[src/pkg/rph_pkg.sv]
package rph_pkg;

  // ----------------------------------------
  // Register indices and byte addresses
  // ----------------------------------------
  localparam int ADDR_W = 18;
  localparam logic [15:0] IDX_SYNC_HI = 16'hdf00;
  localparam logic [15:0] IDX_SYNC_LO = 16'hdf01;
  localparam logic [15:0] IDX_PKT_LEN = 16'hdf02;
  localparam logic [15:0] IDX_CTRL1 = 16'hdf03;
  localparam logic [15:0] IDX_CTRL0 = 16'hdf04;
  localparam logic [15:0] IDX_STATION = 16'hdf05;
  localparam logic [15:0] IDX_CHANNEL = 16'hdf06;
  localparam logic [15:0] IDX_DEBUG0 = 16'hdf31;
  localparam logic [15:0] IDX_STATUS = 16'hdf40;

  // ----------------------------------------
  // Reset values and writable bits
  // ----------------------------------------
  localparam logic [7:0] RST_SYNC_HI = 8'hd3;
  localparam logic [7:0] RST_SYNC_LO = 8'h91;
  localparam logic [7:0] RST_PKT_LEN = 8'hff;
  localparam logic [7:0] RST_CTRL1 = 8'h04;
  localparam logic [7:0] RST_CTRL0 = 8'h45;
  localparam logic [7:0] RST_ZERO = 8'h00;
  localparam logic [7:0] WMASK_CTRL1 = 8'he7;
  localparam logic [7:0] WMASK_CTRL0 = 8'h7f;
  localparam logic [7:0] WMASK_DEBUG = 8'h7f;

  // ----------------------------------------
  // Field positions
  // ----------------------------------------
  localparam int PQ_THR_HI = 7;
  localparam int PQ_THR_LO = 5;
  localparam int APPEND_BIT = 2;
  localparam int ADRCHK_HI = 1;
  localparam int ADRCHK_LO = 0;
  localparam int WHITE_BIT = 6;
  localparam int FMT_HI = 5;
  localparam int FMT_LO = 4;
  localparam int LEGACY_BIT = 3;
  localparam int CRCEN_BIT = 2;
  localparam int LENCFG_HI = 1;
  localparam int LENCFG_LO = 0;
  localparam int DBG_INV_BIT = 6;
  localparam int DBG_SEL_HI = 5;

  // ----------------------------------------
  // Codes and constants
  // ----------------------------------------
  localparam logic [1:0] ADR_NONE = 2'b00;
  localparam logic [1:0] ADR_BC0 = 2'b10;
  localparam logic [1:0] ADR_BC01 = 2'b11;
  localparam logic [1:0] FMT_RANDOM = 2'b10;
  localparam logic [1:0] LEN_VARIABLE = 2'b01;
  localparam logic [7:0] BCAST_LOW = 8'h00;
  localparam logic [7:0] BCAST_HIGH = 8'hff;
  localparam logic [8:0] PN9_SEED = 9'h1ff;
  localparam logic [15:0] CRC_POLY = 16'h8005;
  localparam logic [15:0] CRC_INIT = 16'hffff;
  localparam logic [15:0] CRC_INIT_LEGACY = 16'h0000;
  localparam logic [4:0] PQ_MAX = 5'h1f;
  localparam logic [4:0] PQ_DOWN = 5'h08;
  localparam logic [7:0] CRC_BYTES = 8'h02;
  localparam logic [5:0] SEL_IN_PACKET = 6'h00;
  localparam logic [5:0] SEL_PQ_OK = 6'h01;
  localparam logic [5:0] SEL_CRC_OK = 6'h02;
  localparam logic [5:0] SEL_TX_BIT = 6'h03;
  localparam logic [5:0] SEL_RX_BIT = 6'h04;
  localparam logic [5:0] SEL_PKT_DONE = 6'h05;

  typedef enum logic [3:0] {
    RX_HUNT, RX_LEN, RX_ADDR, RX_DATA, RX_CRC, RX_CHK, RX_ST1, RX_ST2, RX_DONE
  } rph_rx_state_t;

  typedef struct packed {
    logic [7:0] sync_hi;
    logic [7:0] sync_lo;
    logic [7:0] pkt_len;
    logic [7:0] ctrl1;
    logic [7:0] ctrl0;
    logic [7:0] station;
    logic [7:0] channel;
    logic [7:0] debug0;
  } rph_cfg_t;

  typedef struct packed {
    logic valid;
    logic [7:0] data;
  } rph_rx_byte_t;

endpackage

[src/rph_crc16.sv]
`timescale 1ns/1ps
module rph_crc16 import rph_pkg::*; (
  input wire logic hclk,
  input wire logic hresetn,
  input wire logic init,
  input wire logic legacy,
  input wire logic bit_valid,
  input wire logic bit_in,
  output logic [15:0] crc
);
  logic [15:0] crc_reg, crc_next;
  logic fb;

  // Feeding the current top bit back in turns the register into a plain shifter,
  // which is how the transmitter streams out the finished checksum.
  always_comb begin
    fb = bit_in ^ crc_reg[15];
    crc_next = crc_reg;
    if (init) begin
      crc_next = legacy ? CRC_INIT_LEGACY : CRC_INIT;
    end else if (bit_valid) begin
      crc_next = {crc_reg[14:0], 1'b0} ^ (fb ? CRC_POLY : 16'h0000);
    end
  end

  always_ff @(posedge hclk or negedge hresetn) begin
    if (!hresetn) begin
      crc_reg <= CRC_INIT;
    end else begin
      crc_reg <= crc_next;
    end
  end

  assign crc = crc_reg;
endmodule

[src/rph_packet_handler.sv]
// Local design decision: the AHB-Lite register port.
`timescale 1ns/1ps
module rph_packet_handler import rph_pkg::*; (
  input wire logic hclk,
  input wire logic hresetn,
  input wire logic hsel,
  input wire logic [ADDR_W-1:0] haddr,
  input wire logic [1:0] htrans,
  input wire logic hwrite,
  input wire logic [2:0] hsize,
  input wire logic [31:0] hwdata,
  input wire logic hready,
  output logic hreadyout,
  output logic hresp,
  output logic [31:0] hrdata,
  input wire logic rx_bit_valid,
  input wire logic rx_bit,
  input wire logic [7:0] rssi,
  input wire logic [6:0] lqi,
  output rph_rx_byte_t rx_out,
  output logic pkt_done,
  output logic crc_ok,
  input wire logic tx_start,
  input wire logic tx_bit_req,
  input wire logic tx_data_bit,
  input wire logic tx_crc_sel,
  output logic tx_bit,
  input wire logic [23:0] base_freq,
  input wire logic [15:0] channel_spacing,
  output logic [23:0] freq_word,
  output logic debug_port_pin
);

  // ----------------------------------------
  // Register bus and configuration
  // ----------------------------------------
  rph_cfg_t cfg_reg, cfg_next;
  logic wr_reg, wr_next, rd_reg, rd_next;
  logic [15:0] idx_reg, idx_next;
  logic hreadyout_reg, hreadyout_next;
  logic [31:0] hrdata_reg, hrdata_next;
  logic [7:0] rd_mux, status_byte;
  logic ap;
  logic [4:0] pq_count;
  logic pq_ok;
  rph_rx_state_t state_reg, state_next;
  logic crc_ok_reg, crc_ok_next;

  logic [2:0] preamble_quality_threshold;
  logic append_en, white_en, legacy_en, crc_en, fmt_random, len_variable;
  logic [1:0] adr_mode;
  assign preamble_quality_threshold = cfg_reg.ctrl1[PQ_THR_HI:PQ_THR_LO];
  assign append_en = cfg_reg.ctrl1[APPEND_BIT];
  assign adr_mode = cfg_reg.ctrl1[ADRCHK_HI:ADRCHK_LO];
  assign white_en = cfg_reg.ctrl0[WHITE_BIT];
  assign legacy_en = cfg_reg.ctrl0[LEGACY_BIT];
  assign crc_en = cfg_reg.ctrl0[CRCEN_BIT];
  assign fmt_random = (cfg_reg.ctrl0[FMT_HI:FMT_LO] == FMT_RANDOM);
  assign len_variable = (cfg_reg.ctrl0[LENCFG_HI:LENCFG_LO] == LEN_VARIABLE);

  assign status_byte = {crc_ok_reg, (state_reg != RX_HUNT), pq_ok, pq_count};

  always_comb begin
    case (idx_reg)
      IDX_SYNC_HI: rd_mux = cfg_reg.sync_hi;
      IDX_SYNC_LO: rd_mux = cfg_reg.sync_lo;
      IDX_PKT_LEN: rd_mux = cfg_reg.pkt_len;
      IDX_CTRL1: rd_mux = cfg_reg.ctrl1;
      IDX_CTRL0: rd_mux = cfg_reg.ctrl0;
      IDX_STATION: rd_mux = cfg_reg.station;
      IDX_CHANNEL: rd_mux = cfg_reg.channel;
      IDX_DEBUG0: rd_mux = cfg_reg.debug0;
      IDX_STATUS: rd_mux = status_byte;
      default: rd_mux = 8'h00;
    endcase
  end

  // Reads take one wait state so that a write in the previous data phase is
  // already stored when the read data is captured.
  always_comb begin
    ap = hsel && htrans[1] && hready;
    wr_next = ap && hwrite;
    rd_next = ap && !hwrite;
    idx_next = ap ? haddr[ADDR_W-1:2] : idx_reg;
    hreadyout_next = !(ap && !hwrite);
    hrdata_next = rd_reg ? {24'h00_0000, rd_mux} : hrdata_reg;
    cfg_next = cfg_reg;
    if (wr_reg) begin
      case (idx_reg)
        IDX_SYNC_HI: cfg_next.sync_hi = hwdata[7:0];
        IDX_SYNC_LO: cfg_next.sync_lo = hwdata[7:0];
        IDX_PKT_LEN: cfg_next.pkt_len = hwdata[7:0];
        IDX_CTRL1: cfg_next.ctrl1 = hwdata[7:0] & WMASK_CTRL1;
        IDX_CTRL0: cfg_next.ctrl0 = hwdata[7:0] & WMASK_CTRL0;
        IDX_STATION: cfg_next.station = hwdata[7:0];
        IDX_CHANNEL: cfg_next.channel = hwdata[7:0];
        IDX_DEBUG0: cfg_next.debug0 = hwdata[7:0] & WMASK_DEBUG;
        default: cfg_next = cfg_reg;
      endcase
    end
  end

  always_ff @(posedge hclk or negedge hresetn) begin
    if (!hresetn) begin
      cfg_reg <= {RST_SYNC_HI, RST_SYNC_LO, RST_PKT_LEN, RST_CTRL1, RST_CTRL0, RST_ZERO, RST_ZERO, RST_ZERO};
      wr_reg <= 1'b0;
      rd_reg <= 1'b0;
      idx_reg <= 16'h0000;
      hreadyout_reg <= 1'b1;
      hrdata_reg <= 32'h0000_0000;
    end else begin
      cfg_reg <= cfg_next;
      wr_reg <= wr_next;
      rd_reg <= rd_next;
      idx_reg <= idx_next;
      hreadyout_reg <= hreadyout_next;
      hrdata_reg <= hrdata_next;
    end
  end

  assign hreadyout = hreadyout_reg;
  assign hresp = 1'b0;
  assign hrdata = hrdata_reg;

  // ----------------------------------------
  // Receive path
  // ----------------------------------------
  logic [15:0] sync_sh_reg, sync_sh_next, sync_cand, rx_crc;
  logic [7:0] sh_reg, sh_next, rem_reg, rem_next, byte_val;
  logic [2:0] bit_cnt_reg, bit_cnt_next;
  logic [8:0] rx_pn_reg, rx_pn_next;
  rph_rx_byte_t rx_out_reg, rx_out_next;
  logic pkt_done_reg, pkt_done_next;
  logic in_bytes, d, byte_done, sync_hit, addr_match;
  rph_rx_state_t tail;

  rph_preamble_quality u_pq (
    .hclk(hclk),
    .hresetn(hresetn),
    .bit_valid(rx_bit_valid),
    .bit_in(rx_bit),
    .threshold(preamble_quality_threshold),
    .count(pq_count),
    .pq_ok(pq_ok)
  );

  rph_crc16 u_rx_crc (
    .hclk(hclk),
    .hresetn(hresetn),
    .init(sync_hit),
    .legacy(legacy_en),
    .bit_valid(rx_bit_valid && in_bytes),
    .bit_in(d),
    .crc(rx_crc)
  );

  always_comb begin
    in_bytes = (state_reg == RX_LEN) || (state_reg == RX_ADDR) || (state_reg == RX_DATA) || (state_reg == RX_CRC);
    d = rx_bit ^ (white_en & rx_pn_reg[0]);
    byte_done = rx_bit_valid && in_bytes && (bit_cnt_reg == 3'd7);
    byte_val = {sh_reg[6:0], d};
    sync_cand = {sync_sh_reg[14:0], rx_bit};
    sync_hit = (state_reg == RX_HUNT) && rx_bit_valid && (sync_cand == {cfg_reg.sync_hi, cfg_reg.sync_lo})
               && pq_ok;
    addr_match = (byte_val == cfg_reg.station)
                 || ((adr_mode == ADR_BC0 || adr_mode == ADR_BC01) && byte_val == BCAST_LOW)
                 || ((adr_mode == ADR_BC01) && byte_val == BCAST_HIGH);
    tail = crc_en ? RX_CRC : RX_CHK;
    state_next = state_reg;
    sync_sh_next = sync_sh_reg;
    sh_next = sh_reg;
    rem_next = rem_reg;
    bit_cnt_next = bit_cnt_reg;
    rx_pn_next = rx_pn_reg;
    rx_out_next = '{valid: 1'b0, data: rx_out_reg.data};
    pkt_done_next = 1'b0;
    crc_ok_next = crc_ok_reg;
    if (rx_bit_valid && in_bytes) begin
      sh_next = byte_val;
      bit_cnt_next = bit_cnt_reg + 3'd1;
      rx_pn_next = {rx_pn_reg[5] ^ rx_pn_reg[0], rx_pn_reg[8:1]};
    end
    case (state_reg)
      RX_HUNT: begin
        if (rx_bit_valid) begin
          sync_sh_next = sync_cand;
        end
        if (sync_hit) begin
          bit_cnt_next = 3'd0;
          rx_pn_next = PN9_SEED;
          rem_next = cfg_reg.pkt_len;
          state_next = len_variable ? RX_LEN : ((adr_mode != ADR_NONE) ? RX_ADDR : RX_DATA);
        end
      end
      RX_LEN: if (byte_done) begin
        rem_next = byte_val;
        if (byte_val > cfg_reg.pkt_len || byte_val == 8'h00) begin
          state_next = RX_HUNT;
        end else begin
          rx_out_next = '{valid: 1'b1, data: byte_val};
          state_next = (adr_mode != ADR_NONE) ? RX_ADDR : RX_DATA;
        end
      end
      RX_ADDR: if (byte_done) begin
        if (addr_match) begin
          rx_out_next = '{valid: 1'b1, data: byte_val};
          rem_next = rem_reg - 8'd1;
          state_next = (rem_reg == 8'd1) ? tail : RX_DATA;
        end else begin
          state_next = RX_HUNT;
        end
      end
      RX_DATA: if (byte_done) begin
        rx_out_next = '{valid: 1'b1, data: byte_val};
        rem_next = (rem_reg == 8'd1) ? CRC_BYTES : rem_reg - 8'd1;
        state_next = (rem_reg == 8'd1) ? tail : RX_DATA;
      end
      RX_CRC: if (byte_done) begin
        rem_next = rem_reg - 8'd1;
        state_next = (rem_reg == 8'd1) ? RX_CHK : RX_CRC;
      end
      RX_CHK: begin
        crc_ok_next = !crc_en || (rx_crc == 16'h0000);
        state_next = append_en ? RX_ST1 : RX_DONE;
      end
      RX_ST1: begin
        rx_out_next = '{valid: 1'b1, data: rssi};
        state_next = RX_ST2;
      end
      RX_ST2: begin
        rx_out_next = '{valid: 1'b1, data: {crc_ok_reg, lqi}};
        state_next = RX_DONE;
      end
      RX_DONE: begin
        pkt_done_next = 1'b1;
        state_next = RX_HUNT;
      end
      default: state_next = RX_HUNT;
    endcase
    if (state_reg == RX_ADDR && byte_done && addr_match && rem_reg == 8'd1) begin
      rem_next = CRC_BYTES;
    end
  end

  always_ff @(posedge hclk or negedge hresetn) begin
    if (!hresetn) begin
      state_reg <= RX_HUNT;
      sync_sh_reg <= 16'h0000;
      sh_reg <= 8'h00;
      rem_reg <= 8'h00;
      bit_cnt_reg <= 3'd0;
      rx_pn_reg <= PN9_SEED;
      rx_out_reg <= '0;
      pkt_done_reg <= 1'b0;
      crc_ok_reg <= 1'b0;
    end else begin
      state_reg <= state_next;
      sync_sh_reg <= sync_sh_next;
      sh_reg <= sh_next;
      rem_reg <= rem_next;
      bit_cnt_reg <= bit_cnt_next;
      rx_pn_reg <= rx_pn_next;
      rx_out_reg <= rx_out_next;
      pkt_done_reg <= pkt_done_next;
      crc_ok_reg <= crc_ok_next;
    end
  end

  assign rx_out = rx_out_reg;
  assign pkt_done = pkt_done_reg;
  assign crc_ok = crc_ok_reg;

  // ----------------------------------------
  // Transmit path, frequency and debug pin
  // ----------------------------------------
  logic [8:0] tx_pn_reg, tx_pn_next;
  logic tx_bit_reg, tx_bit_next, tx_raw, dbg_reg, dbg_next, dbg_sig;
  logic [15:0] tx_crc;
  logic [23:0] freq_reg, freq_next;

  rph_crc16 u_tx_crc (
    .hclk(hclk),
    .hresetn(hresetn),
    .init(tx_start),
    .legacy(legacy_en),
    .bit_valid(tx_bit_req && !fmt_random),
    .bit_in(tx_raw),
    .crc(tx_crc)
  );

  always_comb begin
    tx_raw = (tx_crc_sel && crc_en) ? tx_crc[15] : tx_data_bit;
    tx_pn_next = tx_pn_reg;
    tx_bit_next = tx_bit_reg;
    if (tx_start) begin
      tx_pn_next = PN9_SEED;
    end else if (tx_bit_req) begin
      tx_bit_next = fmt_random ? tx_pn_reg[0] : (tx_raw ^ (white_en & tx_pn_reg[0]));
      tx_pn_next = {tx_pn_reg[5] ^ tx_pn_reg[0], tx_pn_reg[8:1]};
    end
    // Both factors are widened to 24 bits so that the full product is kept before the add.
    freq_next = base_freq + ({16'h0000, cfg_reg.channel} * {8'h00, channel_spacing});
    case (cfg_reg.debug0[DBG_SEL_HI:0])
      SEL_IN_PACKET: dbg_sig = (state_reg != RX_HUNT);
      SEL_PQ_OK: dbg_sig = pq_ok;
      SEL_CRC_OK: dbg_sig = crc_ok_reg;
      SEL_TX_BIT: dbg_sig = tx_bit_reg;
      SEL_RX_BIT: dbg_sig = rx_bit;
      SEL_PKT_DONE: dbg_sig = pkt_done_reg;
      default: dbg_sig = 1'b0;
    endcase
    dbg_next = dbg_sig ^ cfg_reg.debug0[DBG_INV_BIT];
  end

  always_ff @(posedge hclk or negedge hresetn) begin
    if (!hresetn) begin
      tx_pn_reg <= PN9_SEED;
      tx_bit_reg <= 1'b0;
      freq_reg <= 24'h00_0000;
      dbg_reg <= 1'b0;
    end else begin
      tx_pn_reg <= tx_pn_next;
      tx_bit_reg <= tx_bit_next;
      freq_reg <= freq_next;
      dbg_reg <= dbg_next;
    end
  end

  assign tx_bit = tx_bit_reg;
  assign freq_word = freq_reg;
  assign debug_port_pin = dbg_reg;
endmodule

[src/rph_preamble_quality.sv]
`timescale 1ns/1ps
module rph_preamble_quality import rph_pkg::*; (
  input wire logic hclk,
  input wire logic hresetn,
  input wire logic bit_valid,
  input wire logic bit_in,
  input wire logic [2:0] threshold,
  output logic [4:0] count,
  output logic pq_ok
);
  logic [4:0] cnt_reg, cnt_next;
  logic prev_reg, prev_next;
  logic ok_reg, ok_next;

  always_comb begin
    cnt_next = cnt_reg;
    prev_next = prev_reg;
    if (bit_valid) begin
      prev_next = bit_in;
      if (bit_in != prev_reg) begin
        cnt_next = (cnt_reg == PQ_MAX) ? cnt_reg : cnt_reg + 5'd1;
      end else begin
        cnt_next = (cnt_reg < PQ_DOWN) ? 5'd0 : cnt_reg - PQ_DOWN;
      end
    end
    ok_next = (threshold == 3'd0) || ({1'b0, cnt_next} >= {1'b0, threshold, 2'b00});
  end

  always_ff @(posedge hclk or negedge hresetn) begin
    if (!hresetn) begin
      cnt_reg <= 5'd0;
      prev_reg <= 1'b0;
      ok_reg <= 1'b1;
    end else begin
      cnt_reg <= cnt_next;
      prev_reg <= prev_next;
      ok_reg <= ok_next;
    end
  end

  assign count = cnt_reg;
  assign pq_ok = ok_reg;
endmodule

[config.mk]
export PLATFORM = sky130hd
export DESIGN_NAME = rph_packet_handler
export DESIGN_NICKNAME = d
export VERILOG_FILES = /design/src/pkg/rph_pkg.sv /design/src/rph_crc16.sv /design/src/rph_packet_handler.sv /design/src/rph_preamble_quality.sv
export SDC_FILE = /design/constraint.sdc
export NUM_CORES = 1
export LEC_CHECK = 0
export ABC_AREA = 1
export BUFFER_PORTS_ARGS = -buffer_cell sky130_fd_sc_hd__clkbuf_2
export CAP_MARGIN = 20
export CORE_MARGIN = 2
export CORE_UTILIZATION = 60
export CTS_BUF_LIST = sky130_fd_sc_hd__clkbuf_4
export CTS_CLUSTER_DIAMETER = 120
export CTS_CLUSTER_SIZE = 10
export DETAILED_ROUTE_END_ITERATION = 12
export HOLD_SLACK_MARGIN = 0.06
export PLACE_DENSITY = 0.82
export SLEW_MARGIN = 20
export SYNTH_ARGS = -nofsm -noshare
export SYNTH_HDL_FRONTEND = slang
export SYNTH_SLANG_ARGS = --single-unit
[constraint.sdc]
create_clock -name hclk -period 13.7 [get_ports hclk]
set_input_delay 2.055 -clock hclk [delete_from_list [all_inputs] [get_ports hclk]]
set_output_delay 2.055 -clock hclk [all_outputs]
set_load 0.01 [all_outputs]
After elaboration in Yosys (flattened, before gate mapping):

Index checks and enable logic that the tools add are counted.

* magnitude comparators: 3
* mux-type cells: 53
* eq/ne operators: 46
* reductions and logical operators: 54
* add/sub/neg operators: 5
* bitwise operators: 12
* multipliers: 1

Operator list (count)
* $eq A16 B16 Y1 const B: 9
* $mux W16: 7
* $mux W9: 10
* $pmux W8 S9: 1
* $mux W8: 8
* $pmux W9 S5: 1
* $pmux W8 S5: 1
* $pmux W4 S8: 1
* $xor A16 B16 Y16: 2
* $mux W4: 7
* $add A24 B24 Y24: 1
* $mul A8 B16 Y24: 1
* $mux W5: 4
* $reduce_and A2 Y1: 10
* $ne A3 B2 Y1 const B: 6
* $eq A16 B16 Y1: 1
* $eq A4 B3 Y1 const B: 4
* $logic_and A1 B1 Y1: 16
* $logic_not A16 Y1: 1
* $mux W3: 5
* $ne A2 B2 Y1 const B: 7
* $eq A6 B2 Y1 const B: 2
* $eq A6 B3 Y1 const B: 2
* $logic_or A1 B1 Y1: 9
* other kinds (37): 58

* bits of input ports: 121
* output and inout bits: 71
* bits in registers: 218

Depth between registers and ports, before layout:

Gate-level depths: netlist of run 1.

* depth in word-level cells: 11
* mapped depth: 21
* gate-level depth less buffers: 19

By module:

From an unflattened synthesis of run 1, not the netlist that was laid out.

* cell total of the unflattened synthesis: 2029
* area total of the unflattened synthesis: 15959.1 sq um

By module, submodules not included
* rph_packet_handler: sequential area each 4528.1 sq um, times used 1, cells an instance 1798, area an instance 13867.0 sq um
* rph_crc16: sequential area each 420.4 sq um, times used 2, cells an instance 83, area an instance 790.8 sq um
* rph_preamble_quality: sequential area each 176.4 sq um, times used 1, cells an instance 65, area an instance 510.5 sq um

Least setup slack after synthesis of run 1:

Ideal clock, no wire load.

* path kind: input to register
* start point: input channel_spacing[6]
* end point: register freq_reg[19], in the netlist freq_word[19]
* setup slack: 7786 ps
* buffers on the path: 1
* stages on the path: 17
* data required time: 13576 ps
* arrival time: 5790 ps
* cell sequence: clkbuf_1 -> nand2_1 -> fa_1 -> inv_1 -> fa_1 -> inv_1 -> fa_1 -> fa_1 -> inv_1 -> ha_1 -> a21oi_1 -> o21ai_1 -> a21boi_0 -> o21ai_1 -> nand3_1 -> nand2_1 -> xor2_1

* word-level cells in the longest chain between the ends: 2

RTL lines
* start: declaration: RTL line rph_packet_handler.sv:29 `input wire logic [15:0] channel_spacing,`
* $mul A8 B16 Y24: RTL line rph_packet_handler.sv:302 `freq_next = base_freq + ({16'h0000, cfg_reg.channel} * {8'h00, channel_spacing});`
* $add A24 B24 Y24: RTL line rph_packet_handler.sv:302
* via freq_next[19]: RTL line rph_packet_handler.sv:279 `logic [23:0] freq_reg, freq_next;`
* end signal: assignment: RTL line rph_packet_handler.sv:324 `freq_reg <= freq_next;`
* end: declaration: RTL line rph_packet_handler.sv:279

The timed path passes the listed nets, and every way through them passes these cells.
A chain may end at the register's enable or synchronous reset.

Worst setup path in the final report of run 1:

* start point: input channel_spacing[5]
* end point: register freq_reg[18], in the netlist freq_word[18]

The elaborated chain is that of the path after synthesis.

==> results.cfg, run 1 <==
[status]
status = finished with violations
violations = design-rule violations

[placed_design]
place_ws_ns = 7.385
dpl.cell_count = 2438
dp_hpwl_mm = 30.03
io_buffers = 136
gp_congestion = 0.9251

[cells_and_area]
final_common_cell = nand2_1
largest_register_ffs = 57
fillers = 2234
layout.nets = 2416
drive_above_1_share = 0.1359
fin_cells = 2484
multi_input_area_sq_mm = 0.008313
final_cell_mix = nand2_1 (504), inv_1 (416), o21ai_0 (155)
seqCellArea_sq_mm = 0.005545
area_delta_synth_final_pct = 6.836

[hold_path]
min_from = state_reg[2]$_DFFE_PN0P_
worstHoldEndpoint = pkt_done$_DFF_PN0_
holdPathStages = 1
min_path_type = register to register

[timing]
rsz0062_at_grt = no
period_share = 0.4134
fin_tns_setup_ns = 0
fmax_mhz = 176.6
finalClockSkew_ns = 0.03442
slew_violations = 0
max_slew_margin = 0.3438
period_needed_ns = 5.664
worst_pin_slew_ns = 0.9843
hold_viol = 0
worst_slack_ns = 8.036
setup_viol = 0

[global_route]
grt_usage = 0.2859
grt_overflow = 0
antenna_found_initial = 1
grt_pass1_vias = 12981
grt_pass1_wl_mm = 64.50
grt_max_degree = 81

[clock_tree]
path_clk_slew_ns = 0.12
cts_tree = done
htreeDepth = 1
clk_latency_ns = 0.71
clk_path_buf_depth = 3
cts.sinks = 218
cts_setup_buffers = 0
postCtsResizedCells = 0
cts_made_buffers = 25
cts_root_buf = clkbuf_4
holdBufCountCts = 0

[synthesis]
synth_top_area_frac = 0.2308
synth_edf_count = 0
syn_area_sq_mm = 0.01583
ys_seq_area_frac = 0.3502
ys_seq_elements = 218
syn-mean-instance-area_sq_um = 7.773
synth.distinct_cells = 50
synthFlopType = dfrtp_1
syn_inst = 2037
synth_top_area_cell = dfrtp_1
synth_area_leaders = dfrtp_1 (23%), fa_1 (13%), dfstp_2 (12%), nand2_1 (12%), inv_1 (9.9%)
async_flop_share = 1.000
yosys_warnings = 0

[worst_setup_path]
crit_family = adder cells
r2r_end = freq_word[18]$_DFF_PN0_
r2r_cells = 16
reg2reg_from = cfg_reg[10]$_DFFE_PN0P_
startpoint_type = input pin
critPathMaxStageDelay_ns = 0.56
worstSetupPathType = input pin to register
cp_cell_sequence = clkbuf_2 > nand2_1 > fa_1 > fa_1 > inv_1 > fa_1 > inv_1 > fa_1 > inv_1 > ha_1 > nand2_1 > o21ai_0 > nor2_1 > o21ai_0 > nand3_1 > nand2_1 > xor2_1
critPathCaptureType = register
worst_path_max_delay_cell = fa_1
crit_fanout = 8
cp_data_required_time_ns = 14.30
worst-path-buf-inv = 4
r2r_slack_ns = 8.63
arrival_ns = 6.26
cp.depth = 17
crit_start = channel_spacing[5]
cp_common_cell = fa_1

[pwr]
powerDensity_mw_per_mm2 = 154.2
p_leak_nw = 9.748
irDropWorstVdd_mv = 0.2193

[flow_run]
cap_violations = 0

[drt]
dr_total_vias = 13398
drt_iter0_markers = 1281
via_per_inst = 5.394
wire_per_inst_microns = 15.68
drtAntennaViolNets = 0
wl_mm = 38.95
drtPass1Iterations = 11
drc = 1

[die]
die_width_microns = 166.4
initial_core_util = 0.6093
die-height_microns = 166.4
dieArea_sq_mm = 0.02770
core_area_sq_mm = 0.02598
io_pins = 192
rows = 59
## worst register-to-register path: stages, from the launching register on
cell     delay [ns]
dfrtp_1        0.87
nand2_1        0.18
fa_1           0.56
fa_1           0.56
inv_1          0.05
fa_1           0.48
inv_1          0.05
fa_1           0.48
inv_1          0.04
ha_1           0.39
nand2_1        0.11
o21ai_0        0.27
nor2_1         0.11
o21ai_0        0.38
nand3_1        0.14
nand2_1        0.11
xor2_1         0.18
## metal layers
layer	GRT usage	wire [microns]	vias up
met5	0	0	-
met4	0.09745	1379	0
met2	0.4720	18240	544
met1	0.3863	16210	6326
met3	0.04848	3118	95
li1	-	-	6433
## synthesized netlist by cell type (5+ instances only)
| cell | count |
|---|---|
| a21oi_1 | 70 |
| xor2_1 | 23 |
| o22a_1 | 8 |
| nand3_1 | 100 |
| ha_1 | 59 |
| clkbuf_1 | 46 |
| dfrtp_1 | 146 |
| a22oi_1 | 8 |
| nor3_1 | 7 |
| fa_1 | 106 |
| buf_1 | 10 |
| nand2_1 | 504 |
| dfstp_2 | 72 |
| nor2_1 | 123 |
| nor2_4 | 5 |
| buf_4 | 25 |
| o21ai_0 | 155 |
| nand4_1 | 32 |
| o211ai_1 | 9 |
| inv_1 | 416 |
| o22ai_1 | 10 |
| mux2_2 | 9 |
| buf_2 | 13 |
| o21ai_1 | 13 |
| inv_2 | 5 |
| nor4_1 | 7 |
| xnor2_1 | 15 |
## how the worst max path moves through the flow
stage,slack [ns],to
6_report,8.04,freq_word[18]$_DFF_PN0_
3_3_place_gp,7.45,freq_word[19]$_DFF_PN0_
4_1_cts,8.13,freq_word[19]$_DFF_PN0_
2_1_floorplan,7.79,freq_word[19]$_DFF_PN0_
5_1_grt,7.90,freq_word[18]$_DFF_PN0_
3_5_place_dp,7.38,freq_word[19]$_DFF_PN0_
## kinds of logic (layout without fill, tap and decap cells)
logic type,after synthesis,in the layout,share of synthesized area
XOR/XNOR,38,38,0.02102
adder cells (fa/ha/maj),165,165,0.1807
AND/OR/NAND/NOR,793,793,0.2091
multiplexers,9,9,0.006401
other,1,26,0.0002369
buffers and inverters,520,607,0.1309
AO/OA/AOI/OAI,293,293,0.1015
flip-flops,218,218,0.3502
## power breakdown
group	total, W	switching (W)	internal, W
Combinational	0.00143	0.000902	0.000533
Clock	0.000360	0.000220	0.000140
Sequential	0.000813	0.0000475	0.000766
## through the flow
step	utilization	hold WS, ns	cell area, sq um	total power, W
2_1_floorplan	-	0.4078	15920	0.001867
3_3_place_gp	0.6377	0.4237	16570	0.002194
3_5_place_dp	0.6377	0.4353	16570	0.002241
4_1_cts	0.6506	0.4408	16910	0.002606
5_1_grt	0.6510	0.4534	16920	0.002855
6_report	0.6510	0.4447	16920	0.002608
## cell type report
cell class | count | area share
diodes | 1 | 0.0001479
clock buffers | 43 | 0.01908
clock inverters | 2 | 0.0006657
inverters | 423 | 0.09387
multi-input cells | 1323 | 0.4915
flip-flops and latches | 218 | 0.3278
well taps | 335 | 0.02478
repair buffers | 139 | 0.04216
(Power assumes the default switching activity.)
==> run 2: changes to the inputs <==
==> constraint.sdc (replaced) <==
create_clock -name hclk -period 5.4 [get_ports hclk]
set_input_delay 0.81 -clock hclk [delete_from_list [all_inputs] [get_ports hclk]]
set_output_delay 0.81 -clock hclk [all_outputs]
set_load 0.01 [all_outputs]
==> run 2 against run 1 <==
The run now ends clean. Combinational power rose to 2.5 times the previous value. Via count up 0.45%. Count of clock-buffer cells in the layout is the same. Largest cell class unchanged. Clock skew is 0.011 ns higher. Design area rose by 0.38%. Die area unchanged. Setup slack worse by 7.3 ns. Global-route usage about the same.
==> results.cfg, run 2 (synthesis gave the netlist of run 1 again) <==
[status]
status = finished, final reports clean

[timing]
period_needed_ns = 4.682
fin_tns_setup_ns = 0
hold_viol = 0
setup_viol = 0
period_share = 0.8670
slew_violations = 0
worst_pin_slew_ns = 1.065
finalClockSkew_ns = 0.04547
max_slew_margin = 0.2850
rsz0062_at_grt = no
fmax_mhz = 213.6

[pwr]
p_leak_nw = 9.781
p_switching_w = 0.002943
pwr-share-clk = 0.140
seqPwrFrac = 0.313
netSwitchingFraction = 0.4458
power_w = 0.006602
p_int_w = 0.003659
irDropWorstVdd_mv = 0.5643
powerDensity_mw_per_mm2 = 388.8
power_frac_comb = 0.547

[cells_and_area]
utilization = 0.6534
largest_register_ffs = 57
fin_cells = 2492
fillers = 2273
final_common_cell = nand2_1
final_cell_mix = nand2_1 (504), inv_1 (416), o21ai_0 (155)
area_delta_synth_final_pct = 7.239
layout.nets = 2423
drive_above_1_share = 0.1383

[flow_run]
cap_violations = 0

[clock_tree]
cts_made_buffers = 25
cts_setup_buffers = 0
htreeDepth = 1
postCtsResizedCells = 0
cts_tree = done
holdBufCountCts = 0
clk_path_buf_depth = 3
cts_root_buf = clkbuf_4
cts.sinks = 218
clk_latency_ns = 0.73
path_clk_slew_ns = 0.12

[placed_design]
io_buffers = 136
dpl.cell_count = 2445
dp_hpwl_mm = 30.33
gp_congestion = 0.9866

[drt]
drtAntennaViolNets = 0
wire_per_inst_microns = 15.61
drt_iter0_markers = 1310
dr_total_vias = 13458
wl_mm = 38.89
drc = 0
via_per_inst = 5.400
drtPass1Iterations = 5

[global_route]
antenna_found_initial = 3
grt_max_degree = 125
grt_overflow = 0
grt_pass1_wl_mm = 65.02
grt_pass1_vias = 13258
grt_usage = 0.2857

[worst_setup_path]
endpoint = freq_word[18]$_DFF_PN0_
r2r_cells = 16
critPathCaptureType = register
crit_family = adder cells
crit_fanout = 14
r2r_end = freq_word[18]$_DFF_PN0_
worst-path-buf-inv = 3
r2r_slack_ns = 0.72
cp_data_required_time_ns = 6.00
arrival_ns = 5.28
cp_cell_sequence = nand2_1 > fa_1 > fa_1 > inv_1 > fa_1 > inv_1 > fa_1 > inv_1 > ha_1 > nand2_1 > o21ai_0 > nor2_1 > o21ai_0 > nand3_1 > nand2_1 > xor2_1
startpoint_type = register
cp_common_cell = fa_1
worstSetupPathType = register to register
worst_path_max_delay_cell = dfrtp_1
cp.depth = 16
critPathMaxStageDelay_ns = 0.72
reg2reg_from = cfg_reg[11]$_DFFE_PN0P_
crit_start = cfg_reg[11]$_DFFE_PN0P_

[die]
rows = 59
die-height_microns = 166.4
io_pins = 192
die_width_microns = 166.4
initial_core_util = 0.6093
core_area_sq_mm = 0.02598
dieArea_sq_mm = 0.02770

[hold_path]
min_path_type = input pin to async pin
-- run 2: changes by cell type in the layout (fill, tap and decap cells not counted) --
cell,previous run,this run
o21ai_2,2,1
diode_2,1,2
buf_4,3,9
o21ai_1,12,13
buf_12,0,1
-- run 2: area by class of cell --
type	count	area, sq um	area share
Antenna cell	2	5.005	0.0002948
Clock buffer	43	322.8	0.01901
Clock inverter	2	11.26	0.0006632
Inverter	423	1588	0.09351
Multi-Input combinational cell	1323	8309	0.4894
Sequential cell	218	5545	0.3266
Tap cell	335	419.2	0.02469
Timing Repair Buffer	146	778.2	0.04584
-- run 2: routing by layer --
metal / part of all wire / global-route usage
met1: 0.43 / 0.4002
met2: 0.46 / 0.4587
met3: 0.073 / 0.03683
met5: 0 / 0
met4: 0.039 / 0.1094
-- run 2: through the flow --
step,worst slack [ns],instance area (sq um),hold WS [ns]
6_report,0.7180,16980,0.08252
2_1_floorplan,0.7313,15920,0.4078
3_5_place_dp,0.4103,16640,0.4265
5_1_grt,0.4980,16980,0.1275
3_3_place_gp,0.4183,16640,0.4367
4_1_cts,0.7546,16970,0.1061
-- run 2: power by group through the flow --
| stage | logic (W) | clock network, W | registers [W] |
|---|---|---|---|
| 3_5_place_dp | 0.00357 | 0 | 0.00209 |
| 5_1_grt | 0.00411 | 0.00102 | 0.00209 |
| 3_3_place_gp | 0.00350 | 0 | 0.00208 |
| 4_1_cts | 0.00358 | 0.000951 | 0.00206 |
| 6_report | 0.00361 | 0.000927 | 0.00206 |
| 2_1_floorplan | 0.00262 | 0 | 0.00212 |
-- run 2: how the worst min path moves through the flow --
stage | end | start | slack, ns
after detailed placement | pkt_done$_DFF_PN0_ | state_reg[2]$_DFFE_PN0P_ | 0.43
after floorplan | pkt_done$_DFF_PN0_ | state_reg[2]$_DFFE_PN0P_ | 0.41
after CTS | freq_word[3]$_DFF_PN0_ | hresetn | 0.11
final | freq_word[3]$_DFF_PN0_ | hresetn | 0.08
after global placement | pkt_done$_DFF_PN0_ | state_reg[2]$_DFFE_PN0P_ | 0.44
after global routing | freq_word[2]$_DFF_PN0_ | hresetn | 0.13
-- run 2: worst reg2reg max path, delay by kind of cell, from the launching register on --
family | cells | cell delay [ns]
XOR/XNOR | 1 | 0.17
AO/OA/AOI/OAI | 2 | 0.58
AND/OR/NAND/NOR | 5 | 0.59
buffers and inverters | 3 | 0.13
flip-flops | 1 | 0.72
adder cells (fa/ha/maj) | 5 | 2.40
